`src/design/pio_pkg.sv`:
```
// Notes on behaviour
// RULE_01: Four byte ports plus one nibble port.
// RULE_02: Low port open-drain; ones release pin.
// RULE_03: Low port carries address/data in accesses.
// RULE_04: Zero-to-one write drives strong two clocks.
// RULE_05: Second port bit 0 timer event/clock out.
// RULE_06: Second port bit 1 timer capture input.
// RULE_07: High address port is pulled-up GPIO.
// RULE_08: High address port outputs high address byte.
// RULE_09: Address latch pulse during external accesses.
// RULE_10: Fourth port bits 0,1 serial rx/tx.
// RULE_11: Fourth port bits 2,3 external interrupts.
// RULE_12: Fourth port bits 4,5 timer event inputs.
// RULE_13: Output latches reset to all ones.
// RULE_14: Pin reads return synchronized pin levels.
package pio_pkg;
  localparam int PORT_W = 8;
  localparam int NIB_W = 4;
  localparam logic [7:0] LATCH_RST = 8'hFF;
  localparam logic [3:0] NIB_RST = 4'hF;
  localparam int CLK_PERIOD_NS = 50;
  localparam int STRONG_PERIODS = 2;
  localparam logic [1:0] STRONG_CYC = 2'(STRONG_PERIODS);
  // Bus cycle phases of an external access
  typedef enum logic [1:0] {
    PIO_IDLE = 2'b00,
    PIO_ADDR = 2'b01,
    PIO_DATA = 2'b11
  } pio_phase_t;
endpackage

```
`src/design/pio_ports.sv`:
```
`timescale 1ns/1ps
module pio_ports (
  input wire logic ref_clk,
  input wire logic rst_n,
  // Core write side
  input wire logic [3:0] wr_en,
  input wire logic wr_nib_en,
  input wire logic [7:0] wr_data,
  // Synchronized pin levels
  output logic [7:0] rd_low,
  output logic [7:0] rd_second,
  output logic [7:0] rd_high,
  output logic [7:0] rd_fourth,
  output logic [3:0] rd_nib,
  // External memory access
  input wire logic ext_start,
  input wire logic [15:0] ext_addr,
  input wire logic [7:0] ext_wdata,
  input wire logic ext_write,
  output logic addr_latch,
  // Alternate functions
  input wire logic timer_c_clk_out_en,
  input wire logic timer_c_clk_out,
  input wire logic serial_tx,
  output logic timer_c_event_or_clock_out,
  output logic timer_c_capture_control_in,
  output logic serial_rx,
  output logic external_irq_a,
  output logic external_irq_b,
  output logic timer_a_event_in,
  output logic timer_b_event_in,
  // Pins: input, output, enable per port
  input wire logic [7:0] low_in,
  output logic [7:0] low_out,
  output logic [7:0] low_oe,
  input wire logic [7:0] second_in,
  output logic [7:0] second_out,
  output logic [7:0] second_oe,
  input wire logic [7:0] high_in,
  output logic [7:0] high_out,
  output logic [7:0] high_oe,
  input wire logic [7:0] fourth_in,
  output logic [7:0] fourth_out,
  output logic [7:0] fourth_oe,
  input wire logic [3:0] nib_in,
  output logic [3:0] nib_out,
  output logic [3:0] nib_oe
);
  // Output latches of the byte ports and the nibble port
  logic [3:0][7:0] latch;
  logic [3:0] nib_latch;
  logic [3:0][7:0] sync1;
  logic [3:0][7:0] sync2;
  logic [3:0] nsync1;
  logic [3:0] nsync2;
  pio_pkg::pio_phase_t phase;
  logic [7:0] addr_hi;
  logic [7:0] data_byte;
  logic data_drive;
  logic [7:0] next_drv [4];
  logic [3:0][7:0] strong_act;
  logic [3:0] nib_strong;
  logic [7:0] tx_mux;

  // Latch writes from the core side
  always_ff @(posedge ref_clk or negedge rst_n) begin
    if (!rst_n) begin
      latch <= {4{pio_pkg::LATCH_RST}}; // see RULE_13
      nib_latch <= pio_pkg::NIB_RST; // see RULE_13
    end else begin
      for (int p = 0; p < 4; p++) begin
        if (wr_en[p]) begin
          latch[p] <= wr_data;
        end
      end
      if (wr_nib_en) begin
        nib_latch <= wr_data[3:0];
      end
    end
  end

  // Per-bit strong-high timers; one generate loop over all bits
  genvar g;
  generate
    for (g = 0; g < 36; g++) begin : g_strong
      logic [1:0] cnt;
      logic trig;
      // Zero-to-one write seen at the write edge itself
      if (g < 32) begin : g_byte
        assign trig = wr_en[g/8] & wr_data[g%8] & ~latch[g/8][g%8];
        assign strong_act[g/8][g%8] = (cnt != 2'h0);
      end else begin : g_nib
        assign trig = wr_nib_en & wr_data[g-32] & ~nib_latch[g-32];
        assign nib_strong[g-32] = (cnt != 2'h0);
      end
      // Loaded with the latch so strong drive starts with the new high
      always_ff @(posedge ref_clk or negedge rst_n) begin
        if (!rst_n) begin
          cnt <= 2'h0;
        end else if (trig) begin
          cnt <= pio_pkg::STRONG_CYC; // see RULE_04
        end else if (cnt != 2'h0) begin
          cnt <= cnt - 2'h1;
        end
      end
    end
  endgenerate

  // Two-flop pin synchronisers
  always_ff @(posedge ref_clk or negedge rst_n) begin
    if (!rst_n) begin
      sync1 <= '1;
      sync2 <= '1;
      nsync1 <= '1;
      nsync2 <= '1;
    end else begin
      sync1 <= {fourth_in, high_in, second_in, low_in};
      sync2 <= sync1; // see RULE_14
      nsync1 <= nib_in;
      nsync2 <= nsync1;
    end
  end

  // External access sequencer: address phase then data phase
  always_ff @(posedge ref_clk or negedge rst_n) begin
    if (!rst_n) begin
      phase <= pio_pkg::PIO_IDLE;
      addr_hi <= 8'h00;
      data_byte <= 8'h00;
      data_drive <= 1'b0;
    end else begin
      unique case (phase)
        pio_pkg::PIO_IDLE: begin
          if (ext_start) begin
            phase <= pio_pkg::PIO_ADDR;
            addr_hi <= ext_addr[15:8];
            data_byte <= ext_wdata;
            data_drive <= ext_write;
          end
        end
        pio_pkg::PIO_ADDR: phase <= pio_pkg::PIO_DATA;
        pio_pkg::PIO_DATA: phase <= pio_pkg::PIO_IDLE;
        default: phase <= pio_pkg::PIO_IDLE;
      endcase
    end
  end

  // Fourth port bit 1 carries serial transmit
  always_comb begin
    tx_mux = latch[3];
    tx_mux[1] = latch[3][1] & serial_tx; // see RULE_10
  end

  // Registered pin drivers; quasi pins drive low or strong high
  always_comb begin
    next_drv[1] = latch[1];
    if (timer_c_clk_out_en) begin
      next_drv[1][0] = timer_c_clk_out; // see RULE_05
    end
    next_drv[3] = tx_mux;
    next_drv[2] = latch[2];
    next_drv[0] = latch[0];
  end

  always_ff @(posedge ref_clk or negedge rst_n) begin
    if (!rst_n) begin
      low_out <= 8'h00;
      low_oe <= 8'h00;
      high_out <= 8'hFF;
      high_oe <= 8'h00;
      second_out <= 8'hFF;
      second_oe <= 8'h00;
      fourth_out <= 8'hFF;
      fourth_oe <= 8'h00;
      nib_out <= 4'hF;
      nib_oe <= 4'h0;
      addr_latch <= 1'b0;
    end else begin
      addr_latch <= ext_start && (phase == pio_pkg::PIO_IDLE); // see RULE_09
      if (phase == pio_pkg::PIO_IDLE && !ext_start) begin
        low_out <= 8'h00;
        low_oe <= ~latch[0]; // see RULE_02
        high_out <= latch[2]; // see RULE_07
        high_oe <= ~latch[2] | strong_act[2];
      end else if (phase == pio_pkg::PIO_IDLE) begin
        low_out <= ext_addr[7:0]; // see RULE_03
        low_oe <= 8'hFF;
        high_out <= ext_addr[15:8]; // see RULE_08
        high_oe <= 8'hFF;
      end else begin
        low_out <= data_byte;
        low_oe <= {8{data_drive}}; // see RULE_03
        high_out <= addr_hi; // see RULE_08
        high_oe <= 8'hFF;
      end
      // Weak pull-up is outside; module drives low or pulsed high, except second port bit 0, driven both ways while clock out is enabled
      second_out <= next_drv[1]; // see RULE_01
      second_oe <= ~next_drv[1] | strong_act[1] |
                   {7'h00, timer_c_clk_out_en};
      fourth_out <= next_drv[3];
      fourth_oe <= ~next_drv[3] | strong_act[3];
      nib_out <= nib_latch;
      nib_oe <= ~nib_latch | nib_strong;
    end
  end

  // Read-back and alternate inputs from synchronized pins
  always_ff @(posedge ref_clk or negedge rst_n) begin
    if (!rst_n) begin
      rd_low <= 8'hFF;
      rd_second <= 8'hFF;
      rd_high <= 8'hFF;
      rd_fourth <= 8'hFF;
      rd_nib <= 4'hF;
      timer_c_event_or_clock_out <= 1'b1;
      timer_c_capture_control_in <= 1'b1;
      serial_rx <= 1'b1;
      external_irq_a <= 1'b1;
      external_irq_b <= 1'b1;
      timer_a_event_in <= 1'b1;
      timer_b_event_in <= 1'b1;
    end else begin
      rd_low <= sync2[0]; // see RULE_14
      rd_second <= sync2[1];
      rd_high <= sync2[2];
      rd_fourth <= sync2[3];
      rd_nib <= nsync2;
      timer_c_event_or_clock_out <= sync2[1][0]; // see RULE_05
      timer_c_capture_control_in <= sync2[1][1]; // see RULE_06
      serial_rx <= sync2[3][0]; // see RULE_10
      external_irq_a <= sync2[3][2]; // see RULE_11
      external_irq_b <= sync2[3][3]; // see RULE_11
      timer_a_event_in <= sync2[3][4]; // see RULE_12
      timer_b_event_in <= sync2[3][5]; // see RULE_12
    end
  end
endmodule

```
`config.mk`:
```
export PLATFORM = sky130hd
export DESIGN_NAME = pio_ports
export DESIGN_NICKNAME = d
export VERILOG_FILES = /design/src/design/pio_pkg.sv /design/src/design/pio_ports.sv
export SDC_FILE = /design/constraint.sdc
export NUM_CORES = 1
export LEC_CHECK = 0
export ABC_AREA = 1
export BUFFER_PORTS_ARGS = -buffer_cell sky130_fd_sc_hd__buf_2
export CORE_UTILIZATION = 47
export CTS_CLUSTER_SIZE = 25
export DETAILED_ROUTE_END_ITERATION = 10
export GPL_TIMING_DRIVEN = 0
export PLACE_DENSITY_LB_ADDON = 0.2
export SLEW_MARGIN = 25
export SYNTH_ARGS = -nofsm -noshare
export SYNTH_HDL_FRONTEND = slang
export SYNTH_SLANG_ARGS = --single-unit
```
`constraint.sdc`:
```
create_clock -name ref_clk -period 1.2 [get_ports ref_clk]
set_clock_uncertainty 0.2 [all_clocks]
set_input_delay 0.06 -clock ref_clk [delete_from_list [all_inputs] [get_ports ref_clk]]
set_output_delay 0.06 -clock ref_clk [all_outputs]
set_load 0.01 [all_outputs]
```
### Word level (Yosys, flattened, before mapping)

Index checks and enable logic that the tools add are counted.

| storage, ports and cells | value |
|---|---|
| input port bits | 80 |
| bits in latches | 0 |
| logic and storage cells | 322 |
| memory bits (read-only) | 0 |
| register bits | 299 |
| memory bits (writable) | 0 |
| memories kept | 0 |

| cells by class | value |
|---|---|
| mux-type cells | 66 |
| eq/ne operators | 2 |
| reductions and logical operators | 61 |
| multiply operators | 0 |
| divide/modulo/power cells | 0 |
| $lt $le $gt $ge | 0 |
| shifts and indexed selects | 0 |
| bitwise operators | 95 |
| $add $sub $neg | 28 |

Operator list:

| operator | number |
|---|---|
| 2-bit 2-to-1 mux | 57 |
| 2-bit nonzero test | 56 |
| 1-bit bitwise AND | 57 |
| 8-bit 2-to-1 mux | 7 |
| 2-bit by 1-bit subtractor with 2-bit output (second input constant) | 28 |
| 8-bit NOT | 4 |
| 1-bit NOT | 28 |
| 8-bit bitwise OR | 3 |
| 8-bit by 1-bit bitwise OR with 8-bit output | 1 |
| 4-bit NOT | 1 |
| 4-bit bitwise OR | 1 |
| 2-bit case mux with 2 select lines | 1 |
| 2-bit by 1-bit == test with 1-bit output (second input constant) | 1 |
| 1-bit logical AND | 2 |
| 2-bit logical NOT | 1 |
| 2-bit inequality test (second input constant) | 1 |
| 2-bit AND reduction | 1 |
| 1-bit logical NOT | 1 |
| 1-bit 2-to-1 mux | 1 |

### Depth between registers and ports, before layout

Gate-level depths: netlist of the first run.

| logic depth | value |
|---|---|
| word-level depth | 4 |
| gate-level depth with buffers | 6 |

### Worst setup path before layout of the first run

OpenSTA, ideal clock, no wires.

| timing path | value |
|---|---|
| path kind | register -> register |
| start point | register phase[1] |
| end point | register addr_hi[7] |
| clock period less this slack | 1,200 ps |
| cell stages (with the launch flop) | 6 |
| slack | 0 ps |
| arrival | 883 ps |
| path buffers | 1 |
| required time | 882 ps |
| path through | dfrtp_1 > nor2_4 > nand2_2 > buf_4 > nand2_1 > nand2_1 |

| on the way | value |
|---|---|
| cells in the longest elaborated chain, start to end | 2 |

RTL lines:

| element | line | text |
|---|---|---|
| start, declared | pio_ports.sv:56 | `pio_pkg::pio_phase_t phase;` |
| start signal, assigned | pio_ports.sv:127 | `phase <= pio_pkg::PIO_IDLE;` |
| start signal, assigned | pio_ports.sv:135 | `phase <= pio_pkg::PIO_ADDR;` |
| start signal, assigned | pio_ports.sv:141 | `pio_pkg::PIO_ADDR: phase <= pio_pkg::PIO_DATA;` |
| 2-bit logical NOT | pio_ports.sv:132 | `unique case (phase)` |
| 2-bit AND reduction (no source line) | n/a |  |
| end signal, assigned | pio_ports.sv:136 | `addr_hi <= ext_addr[15:8];` |
| end, declared | pio_ports.sv:57 | `logic [7:0] addr_hi;` |

Every way passes these cells.
A chain may end at the register's enable or synchronous reset.

### Final worst setup path of the first run

| timing path | value |
|---|---|
| start point | register rd_fourth[4] |
| end point | output rd_fourth[4] |

RTL lines:

| element | line | text |
|---|---|---|
| start, declared | pio_ports.sv:13 | `output logic [7:0] rd_fourth,` |
| start signal, assigned | pio_ports.sv:226 | `rd_fourth <= sync2[3];` |

No word-level cell between the ends.

==> results of run 1 <==
==> routing by layer <==
metal	vias to the layer above	wire length (um)	track usage [%]
met3	79	1430	3.79
met1	3941	10500	28.1
met5	-	0	0
met4	0	973	9.35
met2	282	14100	37.5
li1	3643	-	-
==> worst min path at each step <==
| stage | end | slack (ns) | cells past startpoint |
|---|---|---|---|
| after floorplan | addr_hi[0]$_DFFE_PN0P_ | -0.44 | 0 |
| after global placement | sync1[20]$_DFF_PN1_ | -0.04 | 1 |
| after detailed placement | low_out[2]$_DFF_PN0_ | -0.24 | 1 |
| after CTS | low_out[2]$_DFF_PN0_ | -0.81 | 1 |
| after global routing | low_out[2]$_DFF_PN0_ | -0.79 | 1 |
| final | low_out[2]$_DFF_PN0_ | -0.80 | 1 |
==> sequential cells by signal, summed over array words and instances (netlist names), 32 cells and up <==
register,flops
g_strong.cnt,56
latch,32
sync1,32
sync2,32
==> stage by stage <==
stage / setup TNS, ns / std cells / utilization, % / area (sq um)
floorplan: -0.00241 / 898 / - / 10400
global placement: -1243.23 / 1368 / 53.7 / 11700
detailed placement: -24.14 / 1371 / 54.1 / 11800
CTS: -29.37 / 1575 / 70.9 / 15400
global route: -37.53 / 1609 / 74.9 / 16300
finish: -31.02 / 1609 / 74.9 / 16300
==> cells in the final DEF, fill, tap and decap left out, types with 3 or more instances in the layout <==
master and instances:
nand2_1 147, clkbuf_16 32, ha_4 28, nand3_2 36, bufinv_16 3, o21ai_2 21
buf_4 54, buf_12 6, nand3_1 81, dfrtp_1 120, o21ai_0 37, buf_16 4
inv_2 70, nand2_2 43, buf_6 106, nand2_8 4, buf_8 4, buf_2 116
dfstp_2 172, o21ai_1 15, inv_1 58, nand3_4 14, dlygate4sd3_1 113, clkbuf_8 5
inv_4 6, nand2_4 14, clkbuf_1 8
==> power by group through the flow <==
stage	clock network [W]	logic [W]	registers, W
after floorplan	0	0.00464	0.0137
after global placement	0	0.00682	0.0134
after detailed placement	0	0.00728	0.0134
after CTS	0.00951	0.0110	0.0136
after global routing	0.00995	0.0158	0.0141
final	0.00940	0.0143	0.0139
==> cell families after synthesis <==
logic type	after synthesis	synth area share (%)
AOI/OAI and AO/OA	73	3.52
and+or+nand+nor	342	14.1
adders and majority gates	28	3.37
buffers and inverters	163	6.53
DFF	292	72.4
==> what timing repair did <==
| item | CTS | global route |
|---|---|---|
| cloned | 7 | 1 |
| endpoints found under the hold margin | 357 | 225 |
| endpoints found under the setup margin | 194 | 213 |
| setup buffers | 32 | 35 |
| gates resized for setup | 282 | 191 |
| pin swaps | 38 | 53 |
==> layout make-up <==
cell class / count / area [sq um]
Buffer: 28 / 263
Clock buffer: 44 / 875
Clock inverter: 8 / 125
Fill cell: 1288 / 5470
Inverter: 135 / 534
Multi-Input combinational cell: 444 / 3240
Sequential cell: 292 / 7520
Tap cell: 280 / 350
Timing Repair Buffer: 377 / 3370
Timing Repair inverter: 1 / 7.51
==> run metrics, run 1 <==
status=finished, violations left; failing checks=negative hold slack, negative setup slack; FF-to-FF Start=phase[0]$_DFFE_PN0P_; RSZ-0062 raised after global routing=yes; chip width=151 um; DR vias=7945; crit path launch=rd_fourth[4]$_DFF_PN1_; vias in the first global route=7987; PD cells=2310 nW/um^2; worst skew pair latency=0.53 ns; Required @ worst endpoint=0.94 ns; Cell Rows=54; Seq/Total Area, Yosys=72.4%; ANT nets after route=0; Yosys warning total=0; Post-CTS Hold Fix Bufs=113; CTS HTree Levels=1; P_leak=7.47 nW; Reg clk slew, reported paths=0.07 ns; Gate power share=38.1%; Sink Count=292; Worst Setup EP=rd_fourth[4]; Initial DRT Pass Iterations=8; final hold violation count=224; final number of max-transition violations=0; layout cells sized above 1=a little under three fifths; final net count=1416; final setup violation count=between 150 and 200; Net Sw Power=approximately 0.012 W; CTS tree=done; Seq pwr share=36.9%; crit-path most repeated cell=buf_6; first-pass GRT wire length=~40000 um; Distinct cells, synth=16; Post-synth top cells=nand2_1 (204), dfstp_2 (172), inv_1 (133); dpl ws=-0.178 ns; crit path time final=1.54 ns; Sw Ratio=32.9%; detail-routed via count per cell=4.94; starting density of the core=47.7%; Worst path top cell family by delay=flip-flops; final hold slack=-0.799 ns; worst-case clock buffer depth=3; Worst path depth=2; routed length per instance=around 17 um; Synth async-reset ratio=100%; WP buf/inv=2; Crit Path Class=flip-flop to primary output; Yosys top cell area share=a little over two fifths; ranking of synthesized cells by area=dfstp_2 (44%), dfrtp_1 (29%), nand2_1 (7.4%), nand3_1 (6.3%), inv_1 (4.8%); Max FO, Critical Path=2; Clock power frac=~25%; Internal=0.0252 W; RR Endpoint=addr_hi[6]$_DFFE_PN0P_; nature of the critical path endpoint=primary output; slowest stage cell, crit path=dfstp_2; Post-synth top flop=dfstp_2; Final Cycle Share=129%; drt drc=0; cell count after synthesis=about 900; maximum resistive drop on vdd=1.25 mV; Mapped Avg Cell Area=11.6 sq um; routed wire length=27000 um; IO Pins=approximately 200; final worst slack=-0.344 ns; area leader, netlist=dfstp_2; Antenna Cells=0; worst reg-to-reg path cell count=6; Clock Tree Root=clkbuf_16; Hold Crit Class=input pin to asynchronous set/reset pin; most common cell in the netlist=nand2_1; die height=around 150 um; port bufs=190; starting DRC count in detailed routing=377; Worst EP arrival=1.28 ns; critical path, cell by cell=buf_6 > buf_6; max-capacitance violation count=0; relative slew slack=approximately two thirds; Net Count, Synth=1006; pin count of the biggest net entering global routing=102; HPWL Detailed=~13000 um; Mapped Area=10400 sq um; cts bufs inserted=29; GRT Util Overall=22.1%; Total Power=0.0376 W; CP startpoint kind=flip-flop; number of synthesized flops with an enable pin=0; largest stage delay on the critical path=0.57 ns; core area=21800 sq um; initial antenna violation count=0; setup slack, reg-to-reg=-0.30 ns; grt ovf=0; FMAX=648 MHz; Area Growth Syn to Fin=56.9%; routability congestion estimate=0.718; Total Die Area=between 20000 and 25000 sq um; Tightest Pin Transition=0.472 ns; FF+latch count, synth=slightly below 300
Power figures use the tool's default switching activity.
==> run 2, diff against run 1 <==
--- a/config.mk
+++ b/config.mk
@@ -5,7 +5,7 @@
 export SDC_FILE = /design/constraint.sdc
 export NUM_CORES = 1
 export LEC_CHECK = 0
-export ABC_AREA = 1
+export ABC_AREA = 0
 export BUFFER_PORTS_ARGS = -buffer_cell sky130_fd_sc_hd__buf_2
 export CORE_UTILIZATION = 47
 export CTS_CLUSTER_SIZE = 25
==> run 2 against run 1 <==
The run still ends with negative hold slack, negative setup slack left. Synthesized cell count fell by 20%. Sequential power is essentially flat. Worst setup slack got worse by 0.0087 ns. Combinational power down 19%. Global-route usage fell by 2.0 points. Count of clock-buffer cells in the layout down 5.
==> run metrics, run 2 <==
Antenna Cells=0; worst-case clock buffer depth=3; largest stage delay on the critical path=0.42 ns; critical path, cell by cell=nor3b_4 > buf_6 > buf_12 > mux2_4; CTS HTree Levels=1; failing checks=negative hold slack, negative setup slack; die height=150 um; Final Cycle Share=129%; Mapped Avg Cell Area=14.3 sq um; Mapped Area=10200 sq um; setup slack, reg-to-reg=-0.35 ns; initial antenna violation count=0; final hold slack=-0.742 ns; RSZ-0062 raised after global routing=yes; relative slew slack=49.8%; nature of the critical path endpoint=flip-flop; IO Pins=196; Seq/Total Area, Yosys=73.4%; HPWL Detailed=roughly 12000 um; pin count of the biggest net entering global routing=between 80 and 90; port bufs=between 150 and 200; Hold Crit Class=input pin to asynchronous set/reset pin; Distinct cells, synth=31; Synth async-reset ratio=100%; final setup TNS=-34.59 ns; Sw Ratio=29.4%; chip width=between 100 and 150 um; most common cell in the netlist=dfstp_2; Net Count, Synth=823; ranking of synthesized cells by area=dfstp_2 (44%), dfrtp_1 (29%), ha_1 (3.4%), inv_1 (2.8%), nand2_1 (2.8%); WP buf/inv=2; final net count=1200; crit path time final=1.55 ns; status=finished, violations left; GRT Util Overall=20.1%; Worst path depth=4; RR Endpoint=addr_hi[3]$_DFFE_PN0P_; most common cell after layout, fill and taps aside=dfstp_2; maximum resistive drop on vdd=1.52 mV; detail-routed via count per cell=a little under 5; Worst Setup EP=addr_hi[3]$_DFFE_PN0P_; final worst slack=-0.353 ns; max reg flops=56; Required @ worst endpoint=1.43 ns; Total Power=0.0345 W; drt drc=0; Crit Path Class=flip-flop to flip-flop; routability congestion estimate=between 0.7 and 0.8; layout cells sized above 1=a little over half; ANT nets after route=0; Net Sw Power=0.0101 W; Gate power share=33.6%; Max FO, Critical Path=10; cell count after synthesis=715; worst skew pair latency=0.54 ns; routed length per instance=16.1 um; Tightest Pin Transition=0.753 ns; Worst path top cell family by delay=flip-flops; grt ovf=0; most frequent cells in the layout=dfstp_2 (172), dlygate4sd3_1 (120), dfrtp_1 (119); slowest stage cell, crit path=dfrtp_1; final setup violation count=167; Worst EP arrival=about 1.8 ns; CTS tree=done; Seq pwr share=40.4%; Yosys top cell area share=44.1%; Cell Rows=53; DR vias=6742; CP startpoint kind=flip-flop; number of synthesized flops with an enable pin=0; Area Growth Syn to Fin=49.1%; Initial DRT Pass Iterations=5; final core occ=a little over 70%; final hold violation count=282; final number of max-transition violations=0; cts bufs inserted=29; Post-synth top flop=dfstp_2; FF-to-FF Start=phase[1]$_DFFE_PN0P_; first-pass GRT wire length=between 30000 and 40000 um; Clock Tree Root=clkbuf_16; area leader, netlist=dfstp_2; Clock power frac=26.0%; routed wire length=roughly 22000 um; worst reg-to-reg path cell count=4; starting density of the core=48.3%; PD cells=2260 nW/um^2; dpl ws=-0.403 ns; P_leak=6.69 nW; FMAX=644 MHz; core area=21200 sq um; starting DRC count in detailed routing=252; crit path launch=phase[1]$_DFFE_PN0P_; FF+latch count, synth=292; Sink Count=292; Total Die Area=about 22000 sq um; max-capacitance violation count=0; vias in the first global route=6903; Internal=0.0243 W; Most flops, register=g_strong.cnt; Post-synth top cells=dfstp_2 (172), dfrtp_1 (120), inv_1 (77), nand2_1 (77), o21ai_0 (53); Yosys warning total=0; Reg clk slew, reported paths=0.06 ns
## run 2: worst min path at each step
| stage | from | to | slack [ns] |
|---|---|---|---|
| 3_5_place_dp | rst_n | g_strong[33].cnt[1]$_DFFE_PN0P_ | -0.12 |
| 2_1_floorplan | rst_n | addr_hi[0]$_DFFE_PN0P_ | -0.44 |
| 5_1_grt | rst_n | g_strong[33].cnt[1]$_DFFE_PN0P_ | -0.74 |
| 6_report | rst_n | g_strong[33].cnt[1]$_DFFE_PN0P_ | -0.74 |
| 4_1_cts | rst_n | g_strong[33].cnt[1]$_DFFE_PN0P_ | -0.68 |
| 3_3_place_gp | fourth_in[6] | sync1[30]$_DFF_PN1_ | -0.03 |
## run 2: stage by stage
stage / cells / instance area [sq um]
finish: 1388 / 15300
global route: 1388 / 15300
CTS: 1373 / 14800
global placement: 1179 / 11600
detailed placement: 1182 / 11700
floorplan: 715 / 10300
## run 2: cell families after synthesis
group / share of synthesized area, %
adders and majority gates: 3.42
AOI/OAI and AO/OA: 6.72
muxes: 4.63
and+or+nand+nor: 4.82
DFF: 73.4
xor gates and xnor gates: 2.39
buffers and inverters: 4.60
## run 2: area by class of cell
| type | instances | area (sq um) |
|---|---|---|
| Timing Repair Buffer | 348 | 3120 |
| Buffer | 29 | 255 |
| Inverter | 77 | 289 |
| Clock buffer | 39 | 868 |
| Multi-Input combinational cell | 315 | 2790 |
| Fill cell | 1348 | 5940 |
| Sequential cell | 292 | 7520 |
| Tap cell | 275 | 344 |
| Clock inverter | 13 | 95.1 |
## run 2: metal layers
layer  vias up  wire length (um)  track usage, %
li1       3115                 -               -
met1      3402              9650            27.1
met2       181             11000            33.6
met3        44              1170            3.51
met4         0               542            5.86
met5         -                 0               0
## run 2: power by group through the flow
stage	registers [W]	clock network (W)	logic [W]
finish	0.0139	0.00896	0.0116
global route	0.0142	0.00961	0.0129
CTS	0.0137	0.00917	0.00958
detailed placement	0.0138	0	0.00746
global placement	0.0137	0	0.00717
floorplan	0.0140	0	0.00495
## run 2: what timing repair did
action	CTS	global route
buffers inserted	18	15
endpoints found under the setup margin	196	249
pin swaps	26	18
gates cloned	1	0
gates resized for setup	156	125
hold buffers	121	2
hold endpoints to repair	302	238
## run 2: worst register-to-register path, delay by kind of cell, from the launching register on
family | cells | cell delay (ns)
simple gates | 1 | 0.21
mux | 1 | 0.31
buf+inv | 2 | 0.29
flops | 1 | 0.42
